## src/logic/gcs_pkg.sv

```systemverilog
// shared constants, types and helpers of the global command / tx sync block
package gcs_pkg;

  // channel count and widths
  localparam int GCS_NCH = 4;
  localparam int GCS_DLY_W = 16;

  // internal register addresses (8-bit internal address space)
  localparam logic [7:0] GCS_ADDR_GLOBAL = 8'h1f;
  localparam logic [7:0] GCS_ADDR_SYNC_CFG = 8'h20;
  localparam logic [7:0] GCS_ADDR_DLY_LO = 8'h21;
  localparam logic [7:0] GCS_ADDR_DLY_HI = 8'h22;
  localparam logic [7:0] GCS_ADDR_TMR_LO = 8'h23;
  localparam logic [7:0] GCS_ADDR_TMR_HI = 8'h24;
  localparam logic [7:0] GCS_ADDR_REV = 8'h25;

  // global command codes
  localparam logic [7:0] GCS_CMD_EXT_ON = 8'hce;
  localparam logic [7:0] GCS_CMD_EXT_OFF = 8'hcd;
  localparam logic [3:0] GCS_CMD_TRIG_HI = 4'he;

  // address formation prefixes for the spi command byte and the i2c address
  localparam logic [3:0] GCS_EXT_PREFIX = 4'h2;
  localparam logic [2:0] GCS_STD_PREFIX = 3'h0;
  localparam logic [0:0] GCS_I2C_PREFIX = 1'h0;

  // reset values and fill patterns
  localparam logic [7:0] GCS_RST_BYTE = 8'h00;
  localparam logic [3:0] GCS_IRQ_PAD = 4'h0;
  localparam logic [3:0] GCS_IRQ_IDLE_N = 4'hf;
  localparam logic [GCS_DLY_W-1:0] GCS_DLY_ZERO = 16'h0000;

  // decoded access from the serial front end (spi or i2c)
  typedef struct packed {
    logic valid;
    logic write;
    logic i2c_mode;
    logic [1:0] i2c_chan;
    logic [6:0] i2c_addr;
    logic [7:0] cmd;
    logic [7:0] wdata;
  } gcs_access_t;

  // per-channel sync configuration, laid out as the register byte
  typedef struct packed {
    logic sysclk_pin_route;
    logic auto_tx_shutoff;
    logic delayed_launch_en;
    logic sync_launch_en;
    logic [3:0] launch_cmd_select;
  } gcs_sync_cfg_t;

  // per-channel launch sequencing
  typedef enum logic [2:0] {
    GCS_ST_RUN = 3'b001,
    GCS_ST_ARMED = 3'b010,
    GCS_ST_DELAY = 3'b100
  } gcs_state_t;

  // internal address from an spi command byte
  function automatic logic [7:0] gcs_spi_addr(input logic ext,
                                              input logic [7:0] cmd);
    gcs_spi_addr = ext ? {GCS_EXT_PREFIX, cmd[3:0]}
                       : {GCS_STD_PREFIX, cmd[4:0]};
  endfunction : gcs_spi_addr

endpackage : gcs_pkg

```

## src/logic/gcs_delay_cnt.sv

```systemverilog
// launch delay down-counter on ref_clk, stepped by the channel bit-interval tick
`timescale 1ns/100ps
module gcs_delay_cnt
  import gcs_pkg::*;
#(
  parameter int W = GCS_DLY_W
)
(
  input wire logic ref_clk,
  input wire logic rst_n,
  input wire logic load,
  input wire logic [W-1:0] load_val,
  input wire logic bit_tick,
  output logic expired
);

  logic [W-1:0] cnt_q;
  logic [W-1:0] cnt_d;
  logic busy_q;
  logic busy_d;
  logic expired_d;
  wire logic last_tick;

  // the count reaching zero on a tick ends the wait
  assign last_tick = busy_q && bit_tick && (cnt_q == W'(1));

  // a load of zero expires at once; otherwise one tick per bit interval
  always_comb
  begin
    cnt_d = cnt_q;
    busy_d = busy_q;
    expired_d = 1'b0;
    if (load)
    begin
      cnt_d = load_val;
      busy_d = (load_val != '0);
      expired_d = (load_val == '0);
    end
    else if (busy_q && bit_tick)
    begin
      cnt_d = cnt_q - W'(1);
      busy_d = !last_tick;
      expired_d = last_tick;
    end
  end

  // counter state
  always_ff @(posedge ref_clk or negedge rst_n)
  begin
    if (!rst_n)
    begin
      cnt_q <= '0;
      busy_q <= 1'b0;
      expired <= 1'b0;
    end
    else
    begin
      cnt_q <= cnt_d;
      busy_q <= busy_d;
      expired <= expired_d;
    end
  end

endmodule : gcs_delay_cnt

```

## src/logic/gcs_top.sv

```systemverilog
// global command decoder and per-channel transmitter launch control
`timescale 1ns/100ps
module gcs_top
  import gcs_pkg::*;
#(
  parameter int NCH = GCS_NCH,
  parameter int DLY_W = GCS_DLY_W,
  parameter logic [7:0] REVISION = 8'h5a // arbitrary value
)
(
  input wire logic ref_clk,
  input wire logic rst_n,
  input wire gcs_access_t acc,
  input wire logic [NCH-1:0] irq_n,
  input wire logic [NCH-1:0] bit_tick,
  input wire logic [NCH-1:0] queue_has_data,
  input wire logic [NCH-1:0] tx_idle,
  input wire logic [NCH-1:0] tx_line,
  input wire logic [NCH-1:0] frac_clk,
  output logic [7:0] rd_data_q,
  output logic rd_valid_q,
  output logic ext_addr_q,
  output logic [7:0] global_cmd_q,
  output logic global_cmd_valid_q,
  output logic [NCH-1:0] transmitter_off_q,
  output logic [NCH-1:0] launch_q,
  output logic [NCH-1:0] start_seen_q,
  output logic [NCH-1:0] gpio_clk_q,
  output logic [NCH-1:0] gpio_oe_q
);

  // extended addressing flag
  logic ext_q;
  logic ext_d;

  // per-channel register storage
  gcs_sync_cfg_t cfg_q [NCH];
  logic [7:0] dly_lo_q [NCH];
  logic [7:0] dly_hi_q [NCH];
  logic [7:0] tmr_lo_q [NCH];
  logic [7:0] tmr_hi_q [NCH];

  // per-channel launch state
  gcs_state_t state_q [NCH];
  gcs_state_t state_d [NCH];
  logic [NCH-1:0] txoff_d;
  logic [NCH-1:0] launch_d;
  logic [NCH-1:0] sent_q;
  logic [NCH-1:0] sent_d;
  logic [NCH-1:0] tx_line_q;
  logic [NCH-1:0] dly_load;
  logic [NCH-1:0] dly_expired;

  // read path
  logic [7:0] rd_mux;

  // address decode of the current access
  wire logic [1:0] acc_chan;
  wire logic [7:0] acc_addr;
  wire logic acc_wr;
  wire logic acc_rd;
  wire logic glob_wr;
  wire logic [7:0] glob_byte;
  wire logic is_trig;
  wire logic [3:0] trig_num;
  wire gcs_sync_cfg_t wr_cfg;

  // spi: bit 7 w/r, bits 6:5 channel, bits 4:0 address
  assign acc_chan = acc.i2c_mode ? acc.i2c_chan : acc.cmd[6:5];
  // spi forms the address from the flag, i2c uses its wide field
  assign acc_addr = acc.i2c_mode ? {GCS_I2C_PREFIX, acc.i2c_addr}
                                 : gcs_spi_addr(ext_q, acc.cmd);
  assign acc_wr = acc.valid && acc.write;
  assign acc_rd = acc.valid && !acc.write;

  // a write to the global location goes to every channel at once
  assign glob_wr = acc_wr && (acc_addr == GCS_ADDR_GLOBAL);
  assign glob_byte = acc.wdata;

  // trigger commands occupy the 0xe0..0xef block
  assign is_trig = glob_wr && (glob_byte[7:4] == GCS_CMD_TRIG_HI);
  assign trig_num = glob_byte[3:0];
  // write data seen as a sync configuration byte
  assign wr_cfg = gcs_sync_cfg_t'(acc.wdata);

  // extended flag: only the two codes touch it; set wins if both
  always_comb
  begin
    ext_d = ext_q;
    if (glob_wr && (glob_byte == GCS_CMD_EXT_OFF))
    begin
      ext_d = 1'b0;
    end
    if (glob_wr && (glob_byte == GCS_CMD_EXT_ON))
    begin
      ext_d = 1'b1;
    end
  end

  // flag and broadcast strobe
  always_ff @(posedge ref_clk or negedge rst_n)
  begin
    if (!rst_n)
    begin
      ext_q <= 1'b0;
      global_cmd_q <= GCS_RST_BYTE;
      global_cmd_valid_q <= 1'b0;
    end
    else
    begin
      ext_q <= ext_d;
      global_cmd_valid_q <= glob_wr;
      if (glob_wr)
      begin
        global_cmd_q <= glob_byte;
      end
    end
  end

  assign ext_addr_q = ext_q;

  // read multiplexer; the global location reads back the irq summary
  // since the command byte itself is write-only
  always_comb
  begin
    unique case (acc_addr)
      GCS_ADDR_GLOBAL: rd_mux = {GCS_IRQ_PAD, irq_n};
      GCS_ADDR_SYNC_CFG: rd_mux = cfg_q[acc_chan];
      GCS_ADDR_DLY_LO: rd_mux = dly_lo_q[acc_chan];
      GCS_ADDR_DLY_HI: rd_mux = dly_hi_q[acc_chan];
      GCS_ADDR_TMR_LO: rd_mux = tmr_lo_q[acc_chan];
      GCS_ADDR_TMR_HI: rd_mux = tmr_hi_q[acc_chan];
      GCS_ADDR_REV: rd_mux = REVISION;
      default: rd_mux = GCS_RST_BYTE;
    endcase
  end

  // read answer registered one cycle after the access
  always_ff @(posedge ref_clk or negedge rst_n)
  begin
    if (!rst_n)
    begin
      rd_data_q <= GCS_RST_BYTE;
      rd_valid_q <= 1'b0;
    end
    else
    begin
      rd_valid_q <= acc_rd;
      if (acc_rd)
      begin
        rd_data_q <= rd_mux;
      end
    end
  end

  // per-channel registers and launch sequencing
  for (genvar c = 0; c < NCH; c++)
  begin : g_chan
    wire logic sel_wr;
    wire logic cfg_wr;
    wire logic [DLY_W-1:0] dly_val;
    wire logic trig_hit;
    wire logic queue_done;
    wire logic start_edge;

    // writes reach one channel; only the global location reaches all
    assign sel_wr = acc_wr && (acc_chan == 2'(c));
    assign cfg_wr = sel_wr && (acc_addr == GCS_ADDR_SYNC_CFG);
    // sixteen-bit delay from the two bytes
    assign dly_val = {dly_hi_q[c], dly_lo_q[c]};
    // trigger counts only when its number matches and sync is on
    assign trig_hit = is_trig && cfg_q[c].sync_launch_en
                      && (trig_num == cfg_q[c].launch_cmd_select);
    assign queue_done = !queue_has_data[c] && tx_idle[c];
    // start bit begins on the high-to-low step of the tx line
    assign start_edge = tx_line_q[c] && !tx_line[c];

    // register writes for this channel
    always_ff @(posedge ref_clk or negedge rst_n)
    begin
      if (!rst_n)
      begin
        cfg_q[c] <= gcs_sync_cfg_t'(GCS_RST_BYTE);
        dly_lo_q[c] <= GCS_RST_BYTE;
        dly_hi_q[c] <= GCS_RST_BYTE;
        tmr_lo_q[c] <= GCS_RST_BYTE;
        tmr_hi_q[c] <= GCS_RST_BYTE;
      end
      else if (sel_wr)
      begin
        if (acc_addr == GCS_ADDR_SYNC_CFG)
        begin
          cfg_q[c] <= gcs_sync_cfg_t'(acc.wdata);
        end
        if (acc_addr == GCS_ADDR_DLY_LO)
        begin
          dly_lo_q[c] <= acc.wdata;
        end
        if (acc_addr == GCS_ADDR_DLY_HI)
        begin
          dly_hi_q[c] <= acc.wdata;
        end
        if (acc_addr == GCS_ADDR_TMR_LO)
        begin
          tmr_lo_q[c] <= acc.wdata;
        end
        if (acc_addr == GCS_ADDR_TMR_HI)
        begin
          tmr_hi_q[c] <= acc.wdata;
        end
      end
    end

    // launch sequencing; a trigger with an empty queue is dropped,
    // because there would be nothing for the start bit to carry
    always_comb
    begin
      state_d[c] = state_q[c];
      txoff_d[c] = transmitter_off_q[c];
      launch_d[c] = 1'b0;
      sent_d[c] = sent_q[c] || start_edge;
      dly_load[c] = 1'b0;
      unique case (state_q[c])
        GCS_ST_RUN:
        begin
          // empty after real traffic: shut off and wait for trigger
          if (cfg_q[c].auto_tx_shutoff && sent_q[c] && queue_done)
          begin
            txoff_d[c] = 1'b1;
            sent_d[c] = start_edge; // a fresh start bit wins the clear
            state_d[c] = GCS_ST_ARMED;
          end
        end
        GCS_ST_ARMED:
        begin
          if (trig_hit && queue_has_data[c])
          begin
            if (cfg_q[c].delayed_launch_en)
            begin
              dly_load[c] = 1'b1;
              state_d[c] = GCS_ST_DELAY;
            end
            else
            begin
              txoff_d[c] = 1'b0;
              launch_d[c] = 1'b1;
              sent_d[c] = 1'b0;
              state_d[c] = GCS_ST_RUN;
            end
          end
        end
        GCS_ST_DELAY:
        begin
          if (dly_expired[c])
          begin
            txoff_d[c] = 1'b0;
            launch_d[c] = 1'b1;
            sent_d[c] = 1'b0;
            state_d[c] = GCS_ST_RUN;
          end
        end
      endcase
      // sync launch written high holds the transmitter off at once
      if (cfg_wr && wr_cfg.sync_launch_en)
      begin
        txoff_d[c] = 1'b1;
        launch_d[c] = 1'b0;
        state_d[c] = GCS_ST_ARMED;
      end
      else if (cfg_wr && !wr_cfg.auto_tx_shutoff)
      begin
        // both modes cleared: hand the transmitter back
        txoff_d[c] = 1'b0;
        state_d[c] = GCS_ST_RUN;
      end
    end

    // delay countdown on the channel bit-interval tick
    gcs_delay_cnt #(
      .W(DLY_W)
    ) u_dly (
      .ref_clk(ref_clk),
      .rst_n(rst_n),
      .load(dly_load[c]),
      .load_val(dly_val),
      .bit_tick(bit_tick[c]),
      .expired(dly_expired[c])
    );

    // launch state and pin outputs
    always_ff @(posedge ref_clk or negedge rst_n)
    begin
      if (!rst_n)
      begin
        state_q[c] <= GCS_ST_RUN;
        transmitter_off_q[c] <= 1'b0;
        launch_q[c] <= 1'b0;
        sent_q[c] <= 1'b0;
        tx_line_q[c] <= 1'b1;
        start_seen_q[c] <= 1'b0;
        gpio_clk_q[c] <= 1'b0;
        gpio_oe_q[c] <= 1'b0;
      end
      else
      begin
        state_q[c] <= state_d[c];
        transmitter_off_q[c] <= txoff_d[c];
        launch_q[c] <= launch_d[c];
        sent_q[c] <= sent_d[c];
        tx_line_q[c] <= tx_line[c];
        start_seen_q[c] <= start_edge;
        // registered copy: one ref_clk of latency, and frac_clk
        // must be slower than half ref_clk to survive the sampling
        gpio_clk_q[c] <= cfg_q[c].sysclk_pin_route && frac_clk[c];
        gpio_oe_q[c] <= cfg_q[c].sysclk_pin_route;
      end
    end
  end

endmodule : gcs_top
```

## config.mk

```make
export PLATFORM = sky130hd
export DESIGN_NAME = gcs_top
export DESIGN_NICKNAME = d
export VERILOG_FILES = /design/src/logic/gcs_pkg.sv /design/src/logic/gcs_delay_cnt.sv /design/src/logic/gcs_top.sv
export SDC_FILE = /design/constraint.sdc
export NUM_CORES = 1
export LEC_CHECK = 0
export BUFFER_PORTS_ARGS = -buffer_cell sky130_fd_sc_hd__buf_2
export CAP_MARGIN = 20
export CORE_ASPECT_RATIO = 2
export CORE_MARGIN = 2
export CORE_UTILIZATION = 45
export CTS_BUF_LIST = sky130_fd_sc_hd__clkbuf_8
export DETAILED_ROUTE_END_ITERATION = 12
export PLACE_DENSITY = 0.73
export REMOVE_ABC_BUFFERS = 1
export SLEW_MARGIN = 25
export SYNTH_ARGS = -nofsm -noshare
export SYNTH_HDL_FRONTEND = slang
export SYNTH_SLANG_ARGS = --single-unit
export TNS_END_PERCENT = 100
```

## constraint.sdc

```tcl
create_clock -name ref_clk -period 3.75 [get_ports ref_clk]
set_clock_uncertainty 0.2 [all_clocks]
set_input_delay 0.75 -clock ref_clk [delete_from_list [all_inputs] [get_ports ref_clk]]
set_output_delay 0.75 -clock ref_clk [all_outputs]
set_load 0.02 [all_outputs]
```

* Word level (Yosys, flattened, before mapping)
Cells that the tools add are included.
Widths: inputs -> output; s select.
** Word-level totals
- Register bits after elaboration :: 291
** Cells by class
- Mux-type cells :: 153
- Reductions and logical operators :: 122
- Add/sub/neg operators :: 4
- Equality and inequality tests :: 49
- Bitwise gates (word level) :: 1
- Magnitude comparators :: 1
** Operators by type and width (count)
- $mux 16 :: 8
- $mux 1 :: 86
- $bmux 8 s2 :: 5
- $mux 8 :: 10
- $mux 3 :: 24
- $eq 16x1->1 const B :: 4
- $logic_not 16->1 :: 4
- $reduce_bool 16->1 :: 4
- $sub 16x1->16 const B :: 4
- $logic_and 1x1->1 :: 62
- $pmux 8 s7 :: 1
- $ne 4x4->1 const B :: 12
- $eq 7x6->1 const B :: 6
- $reduce_and 2->1 :: 20
- $pmux 3 s3 :: 4
- $pmux 1 s3 :: 8
- $eq 4x4->1 :: 4
- $eq 8x8->1 const B :: 2
- $ne 4x3->1 const B :: 4
- $reduce_and 4->1 :: 4
- $logic_not 1->1 :: 14
- $eq 3x1->1 const B :: 4
- $eq 3x2->1 const B :: 4
- $eq 3x3->1 const B :: 4
- other kinds (14) :: 28

* Longest topological paths before layout
Gate-level depths: netlist of the first run.
- Word-level depth :: 12
- Mapped depth :: 9

* Hierarchy
From an unflattened synthesis of the first run, not the netlist that was laid out.
** Unflattened totals
- Cells, all modules :: 1308
- Area, all modules :: 14964.4 µm²
** Modules (own cells, without submodules)
- gcs_top :: instances 1, area each 10712.8 µm², cells each 843, seq. area each 5490.3 µm²
- gcs_delay_cnt (g_chan[0].u_dly ...) :: instances 3, area each 1047.3 µm², cells each 115, seq. area each 450.4 µm²
- gcs_delay_cnt (g_chan[3].u_dly) :: instances 1, area each 1109.8 µm², cells each 120, seq. area each 450.4 µm²

* Worst setup path before layout of the first run
Ideal clock, no wire load.
- Path kind :: in2reg
- From :: input acc[25] (netlist name)
- To :: register rd_data_q[6]
- Slack :: 819 ps
- Setup time :: 126 ps
- Arrival time :: 2604 ps
- Path buffers :: 2
- Stages on the path :: 7
- Required time :: 3424 ps
- Path through :: buf_6 > mux2i_1 > buf_2 > mux4_2 > a22oi_1 > nand2_1 > o32a_1
** On the way
- Longest elaborated chain between the ends :: 6
- Elaborated cells on any way between the ends :: 26
- Classes of those cells :: eq/ne (7); mux (18); bitwise (1)
** Ends and longest elaborated chain
- from (decl) :: line gcs_top.sv:13 : input wire gcs_access_t acc,
- $mux 2 :: line gcs_top.sv:69 : assign acc_chan = acc.i2c_mode ? acc.i2c_chan : acc.cmd[6:5];
- $not 2->3 (not written as such)
- $bmux 8 s2, on equally long branches
- $mux 8, on equally long branches (2 in a row)
- $pmux 8 s7 (*) :: line gcs_top.sv:126 : unique case (acc_addr)
- to (signal assigned) :: line gcs_top.sv:151 : rd_data_q <= rd_mux;
- to (decl) :: line gcs_top.sv:20 : output logic [7:0] rd_data_q,
Mark *: on every way between the ends. The rest lies on a longest branch, timed or not. The select of a mux whose other input is x is not followed.
A chain may end at the register's enable or synchronous reset.

* Worst setup path in the final report of the first run
- From :: input acc[25] (netlist name)
- To :: register g_chan[1].u_dly.cnt_q[1]
** On the way
- Longest elaborated chain between the ends :: 10
- Elaborated cells on any way between the ends :: 11
- Classes of those cells :: eq/ne (1); mux (4); reduce/logical (6)
** Ends and longest elaborated chain
- $mux 7 (*) :: line gcs_top.sv:71 : assign acc_addr = acc.i2c_mode ? {GCS_I2C_PREFIX, acc.i2c_addr}
- $eq 7x5->1 (*) :: line gcs_top.sv:77 : assign glob_wr = acc_wr && (acc_addr == GCS_ADDR_GLOBAL);
- $logic_and 1x1->1 (*) :: line gcs_top.sv:77
- $logic_and 1x1->1 (*) :: line gcs_top.sv:81 : assign is_trig = glob_wr && (glob_byte[7:4] == GCS_CMD_TRIG_HI);
- $logic_and 1x1->1 (*) :: line gcs_top.sv:172 : assign trig_hit = is_trig && cfg_q[c].sync_launch_en
- $logic_and 1x1->1 (*) :: line gcs_top.sv:173 : && (trig_num == cfg_q[c].launch_cmd_select);
- $logic_and 1x1->1 (*) :: line gcs_top.sv:236 : if (trig_hit && queue_has_data[c])
- $mux 1 (*) :: line gcs_top.sv:236
- $mux 1 (*) :: line gcs_top.sv:223 : unique case (state_q[c])
- $mux 16 or $reduce_bool 2->1 (tied branches)
- to (signal assigned) :: line gcs_delay_cnt.sv:58 : cnt_q <= cnt_d;
- to (decl) :: line gcs_delay_cnt.sv:17 : logic [W-1:0] cnt_q;
Mark *: on every way between the ends. The rest lies on a longest branch, timed or not.

==> impl_metrics.yaml, run 1 <==
global_routing:
  antenna_found_initial: 1
  gr-usage-all-layers: 0.234
  overflow: 0
  grt_pass1_wl_um: 62000
  grt_max_degree: 107
  grt_pass1_vias: 11200
timing:
  tightest_slew_ns: 0.869
  drv_slew: 0
  finalCritPeriodShare: 0.762
  hold_viol_final: 0
  min_period_ns: 2.86
  rsz0062_at_grt: "false"
  max_slew_margin: 0.421
  setup_viol: 0
  fmax_ghz: 0.350
clock_network:
  clk_pin_slew_worst_paths_ns: 0.07
  clock_latency_ns: 0.56
  cts_made_buffers: 41
  ctsHoldBuffers: 0
  ctsResizeCount: 0
  cts_tree: "built"
  cts.sinks: 291
  root_buffer: "clkbuf_8"
  cts_setup_buffers: 0
  clock_path_buffers: 3
  h-tree-depth: 2
run_status:
  status: "complete, no violations"
floorplan:
  placeableCoreArea_um2: 32100
  start_util: 0.454
  die-width_um: 131
  boundaryPins: 93
  die_h_um: 259
  rows: 93
  dieArea_um2: 33900
yosys:
  avgSynthCellArea_um2: 11.7
  netlist_top_cells_area: "dfrtp_1, mux2_2, mux4_2, a21oi_1, nor2_1"
  ys_async_sr_fraction: 1.00
  yosys.cell_types.count: 75
  yosysSeqAreaShare: 0.500
  synthTopCellsByCount: "dfrtp_1, mux2_2, nor2_1, a21oi_1, nand2_1"
  yosys_warnings: 0
  synth.top_cell.area_share: 0.486
  netlist_instances: 1251
  synth_edf_count: 0
  synth-seq-cells: 291
  synth_area_leader_cell: "dfrtp_1"
  netlist_area_um2: 14600
  yosys.cell_count.top_type: "dfrtp_1"
  ys_dominant_reg_cell: "dfrtp_1"
worst_setup_path:
  cp.required_ns: 4.00
  arrival_ns: 3.10
  end_kind: "register"
  crit_fanout: 34
  path_class: "input pin to register"
  start_kind: "input pin"
routing:
  drtIter0Drc: 793
  routed.top_layer: "met4"
  ant_nets: 0
  met1_length_um: 13900
  firstDrtPassIters: 5
  drt_wl_total_um: 39500
  wl_per_cell_um: 21.7
  wl_met2_um: 21400
  dr_wl_met3_um: 1520
  num_vias: 10600
  avgViaCountPerCell: 5.84
  drc: 0
pwr:
  power.density_nw_per_um2: 478
  leakage_nw: 8.05
  peakVddDrop_uv: 237
run:
  max_cap_viol_count: 0
worst_hold_path:
  hp-class: "input pin to asynchronous set/reset pin"
place:
  dp.cells: 1744
  portBuffers: 91
  hpwl_um: 29000
  gp_congestion: 0.918
final_layout:
  fin_util: 0.519
  instances_no_fill: 1821
  fill_cells: 2808
  drive_gt1_frac: 0.319
  area_growth_pct: 14.3
  final_net_count: 1422
-- state kept, by name (all words and copies together), names as in the netlist, 4 cells and up --
| signal | cells |
|---|---|
| tmr_hi_q | 32 |
| state_q | 12 |
| tmr_lo_q | 32 |
| gpio_oe_q | 4 |
| global_cmd_q | 8 |
| tx_line_q | 4 |
| g_chan.u_dly.busy_q | 4 |
| start_seen_q | 4 |
| launch_q | 4 |
| dly_lo_q | 32 |
| cfg_q | 32 |
| dly_hi_q | 32 |
| transmitter_off_q | 4 |
| rd_data_q | 8 |
| sent_q | 4 |
| g_chan.u_dly.cnt_q | 64 |
| g_chan.u_dly.expired | 4 |
| gpio_clk_q | 4 |
-- stage by stage --
step | setup slack [ns] | area (um^2) | setup TNS [ns] | power [W] | hold WS, ns
6_report | 0.892 | 16700 | 0 | 0.00797 | 0.00693
5_1_grt | 0.792 | 16700 | 0 | 0.00831 | 0.0863
4_1_cts | 0.931 | 16700 | 0 | 0.00801 | 0.0665
3_5_place_dp | 0.332 | 15700 | 0 | 0.00506 | 0.211
3_3_place_gp | 0.369 | 15700 | 0 | 0.00501 | 0.207
2_1_floorplan | -2.20 | 14300 | -16.66 | 0.00458 | 0.176
-- where the power goes --
| part | leakage, nW | internal, W | switching [W] |
|---|---|---|---|
| Clock | 0.538 | 0.00169 | 0.00126 |
| Sequential | 3.91 | 0.00341 | 0.000251 |
| Combinational | 3.61 | 0.000613 | 0.000750 |
| Total | 8.05 | 0.00571 | 0.00226 |
-- cell usage in the layout (no fill, tap or decap), types with 7 or more instances in the layout --
master,netlist,final
mux4_2,40,40
dfrtp_1,283,283
nor4_1,38,38
clkbuf_8,0,56
buf_4,3,28
dfstp_2,8,8
nor2_1,101,101
mux2i_1,9,8
nand3_1,22,22
nand3b_1,7,7
o21ai_0,28,28
xnor2_1,41,41
inv_1,28,35
and3_1,10,10
buf_12,0,7
and2_1,10,10
nand2_1,75,75
nor3_1,32,32
nand4_1,7,7
a31oi_1,8,8
mux2_2,163,163
buf_2,10,90
or3_1,10,10
nor3b_1,7,7
nand2b_1,20,20
a22oi_1,7,7
xor2_1,32,32
ha_1,8,8
a21oi_1,80,80
-- per-layer routing --
| metal | track usage | vias to the layer above |
|---|---|---|
| met4 | 0.150 | 0 |
| met5 | 0 | - |
| li1 | - | 4777 |
| met3 | 0.0303 | 137 |
| met2 | 0.435 | 323 |
| met1 | 0.247 | 5391 |
-- path summary, 6_finish.rpt --
path | from | to | slack [ns] | cells past startpoint
worst max-delay path | acc[25] | g_chan[1].u_dly.cnt_q[1] | 0.89 | 6
worst min-delay path | rst_n | tmr_lo_q[3] | 0.007 | 1
max in group asynchronous | rst_n | g_chan[0].u_dly.cnt_q[12] | 2.41 | 2
worst min register to register | cfg_q[31] | gpio_oe_q[0] | 0.22 | 0
min in group ref_clk | tx_line[1] | tx_line_q[1] | 0.10 | 1
worst max register to register | ext_addr_q | g_chan[0].u_dly.expired | 0.99 | 7
-- cells by family after synthesis --
logic type | Yosys count | synth area share
compound gates | 178 | 0.0783
xor+xnor | 73 | 0.0439
fa+ha+maj | 8 | 0.00687
buf+inv | 89 | 0.0266
flops | 291 | 0.500
mux | 212 | 0.194
simple gates | 400 | 0.150
-- worst max-delay path, stage by stage --
cell	delay, ns
buf_2	0.36
and4bb_2	0.28
a2bb2o_1	0.41
nand4_1	0.26
or2_2	0.60
mux2_2	0.40
-- layout make-up --
class                      count  area (um^2)  share of cell area
sequential                   291         7290               0.438
inverter                      29          109             0.00653
clock buffer                  56          771              0.0463
tap                          427          534              0.0321
timing repair buffer         126          816              0.0490
multi-input combinational    871         6920               0.415
antenna                        1         2.50            0.000150
clock inverter                20          223              0.0134
Note: power is estimated with default switching activity, not from simulation.
==> inputs of run 2 (changes only) <==
Settings changed: ABC_AREA set to 1.
Clock period 3.75 ns to 2.8 ns, I/O delays scaled along.
==> run 2 against run 1 <==
Effect of this change:
- routed wire length is 21% higher
- flip-flop and latch count did not move
- global-route usage grew 3.7 points
- largest cell class unchanged
- setup slack got worse by 0.50 ns
==> impl_metrics.yaml, run 2 <==
run_status:
  status: "complete, no violations"
pwr:
  seqPwrFrac: 0.452
  p_sw_w: 0.00427
  intPower_w: 0.00769
  peakVddDrop_uv: 683
  leakage_nw: 9.18
  combPwrFrac: 0.279
  power_switching_share: 0.357
  power.density_nw_per_um2: 681
  power_frac_clock: 0.269
timing:
  rsz0062_at_grt: "false"
  tns_ns: 0
  fmax_ghz: 0.415
  max_slew_margin: 0.602
  whs_ns: 0.0507
  hold_viol_final: 0
  finalCritPeriodShare: 0.862
  setup_viol: 0
  drv_slew: 0
  fin_ws_ns: 0.388
  tightest_slew_ns: 0.592
  min_period_ns: 2.41
global_routing:
  grt_pass1_vias: 14600
  grt_pass1_wl_um: 75700
  grt_max_degree: 68
  gr-usage-all-layers: 0.270
  overflow: 0
  antenna_found_initial: 1
clock_network:
  h-tree-depth: 2
  cts_setup_buffers: 0
  root_buffer: "clkbuf_8"
  cts_tree: "built"
  clock_path_buffers: 3
  cts.sinks: 291
  clock_latency_ns: 0.57
  clk_pin_slew_worst_paths_ns: 0.08
  ctsHoldBuffers: 9
  cts_made_buffers: 40
  ctsResizeCount: 0
yosys:
  synth-seq-cells: 291
  synth.top_cell.area_share: 0.459
  yosys.cell_count.top_type: "nand2_1"
  yosys.cell_types.count: 43
  synthTopCellsByCount: "nand2_1, dfrtp_1, inv_1, o21ai_0, nand3_1"
  netlist_area_um2: 15400
  netlist_instances: 2069
  synth_area_leader_cell: "dfrtp_1"
  yosys_warnings: 0
  yosysSeqAreaShare: 0.473
  ys_async_sr_fraction: 1.00
  avgSynthCellArea_um2: 7.46
  synth_edf_count: 0
  ys_dominant_reg_cell: "dfrtp_1"
  netlist_top_cells_area: "dfrtp_1, nand2_1, o21ai_0, nand3_1, inv_1"
place:
  hpwl_um: 35700
  dp.cells: 2595
  dp_slack_ns: 0.0241
  gp_congestion: 0.991
  portBuffers: 91
floorplan:
  die-width_um: 135
  boundaryPins: 93
  die_h_um: 266
  placeableCoreArea_um2: 33600
  dieArea_um2: 35900
  rows: 95
  start_util: 0.459
worst_setup_path:
  start_kind: "register"
  arrival_ns: 2.62
  rr_endpoint: "dly_lo_q[1]"
  path_class: "register to register"
  crit_fanout: 16
  worstReg2RegStart: "ext_addr_q"
  cp.required_ns: 3.01
  reg2regPathDepth: 11
  rrSetupSlack_ns: 0.39
  end_kind: "register"
routing:
  dr_wl_met3_um: 2710
  avgViaCountPerCell: 5.48
  num_vias: 14700
  firstDrtPassIters: 6
  ant_nets: 0
  drtIter0Drc: 999
  drc: 0
  wl_met2_um: 24600
  met1_length_um: 16300
  routed.top_layer: "met4"
  wl_per_cell_um: 17.9
  drt_wl_total_um: 47900
final_layout:
  final_net_count: 2272
  instances_no_fill: 2674
  largest_reg_flops: 64
  fill_cells: 3106
  area_growth_pct: 13.9
  top_register: "g_chan.u_dly.cnt_q"
  most-common-layout-cells: "nand2_1, dfrtp_1, inv_1"
  final_common_cell: "nand2_1"
  drive_gt1_frac: 0.127
worst_hold_path:
  hp-class: "input pin to register"
  min_from: "acc[5]"
  holdPathStages: 3
  hold_end: "cfg_q[21]"
run:
  max_cap_viol_count: 0
==> run 2: cell types whose count changed in the layout (fill, tap and decap cells not counted), sizes merged, moves of 32 or more <==
cell   before  now
mux4       40    0
nand3      24  171
nor2      107  172
nand2      83  742
inv        35  220
nand4       8   68
buf       126  167
xnor2      41    9
mux2      163    0
a21oi      80   17
o21ai      28  202
==> run 2: routing by layer <==
metal	up-vias	track usage
met5	-	0
met1	6868	0.282
met4	0	0.210
met3	222	0.0327
li1	6944	-
met2	632	0.484
==> run 2: worst max-delay path, stage by stage (launching register included) <==
cell	delay [ns]
dfrtp_1	0.46
nor2_1	0.10
nand2_1	0.06
nand2_1	0.06
buf_4	0.15
nor2_4	0.18
nand3_2	0.12
nor2_1	0.11
buf_4	0.23
nand2_1	0.33
nand2_1	0.16
o21ai_0	0.10
==> run 2: cells by family (layout without fill, tap and decap cells) <==
logic type / Yosys count / in the layout / synth area share
AOI/OAI and AO/OA: 241 / 241 / 0.0820
other: 0 / 1 / 0
and+or+nand+nor: 1213 / 1213 / 0.343
DFF: 291 / 291 / 0.473
xor gates and xnor gates: 32 / 32 / 0.0182
adders and majority gates: 8 / 8 / 0.00649
buffers and inverters: 284 / 452 / 0.0774
==> run 2: power groups by stage <==
stage | combinational [W] | clock, W | sequential [W]
4_1_cts | 0.00333 | 0.00326 | 0.00539
2_1_floorplan | 0.00231 | 0 | 0.00540
5_1_grt | 0.00380 | 0.00342 | 0.00549
6_report | 0.00333 | 0.00322 | 0.00541
3_5_place_dp | 0.00330 | 0 | 0.00546
3_3_place_gp | 0.00320 | 0 | 0.00544
==> run 2: cell type report <==
type	instances	area [um^2]	area share
Timing Repair Buffer	176	1250	0.0712
Clock inverter	19	76.3	0.00434
Clock buffer	50	688	0.0392
Multi-Input combinational cell	1494	6940	0.395
Tap cell	436	546	0.0310
Antenna cell	1	2.50	0.000142
Inverter	207	777	0.0442
Sequential cell	291	7290	0.415
==> run 2: worst max path at each step <==
stage                     startpoint                    to  cells past startpoint
final                     ext_addr_q           dly_lo_q[1]                     11
after CTS                 ext_addr_q          tmr_lo_q[28]                     10
after floorplan              acc[25]            state_q[7]                     11
after global routing      ext_addr_q          tmr_lo_q[24]                     10
after detailed placement     acc[25]           state_q[10]                     14
after global placement       acc[25]  transmitter_off_q[0]                     14
==> run 2: metrics by stage <==
stage / instance area, um^2 / power [W] / util
CTS: 17600 / 0.0120 / 0.522
finish: 17600 / 0.0120 / 0.522
floorplan: 15000 / 0.00771 / -
global route: 17600 / 0.0127 / 0.522
global placement: 16700 / 0.00864 / 0.497
detailed placement: 16700 / 0.00876 / 0.497
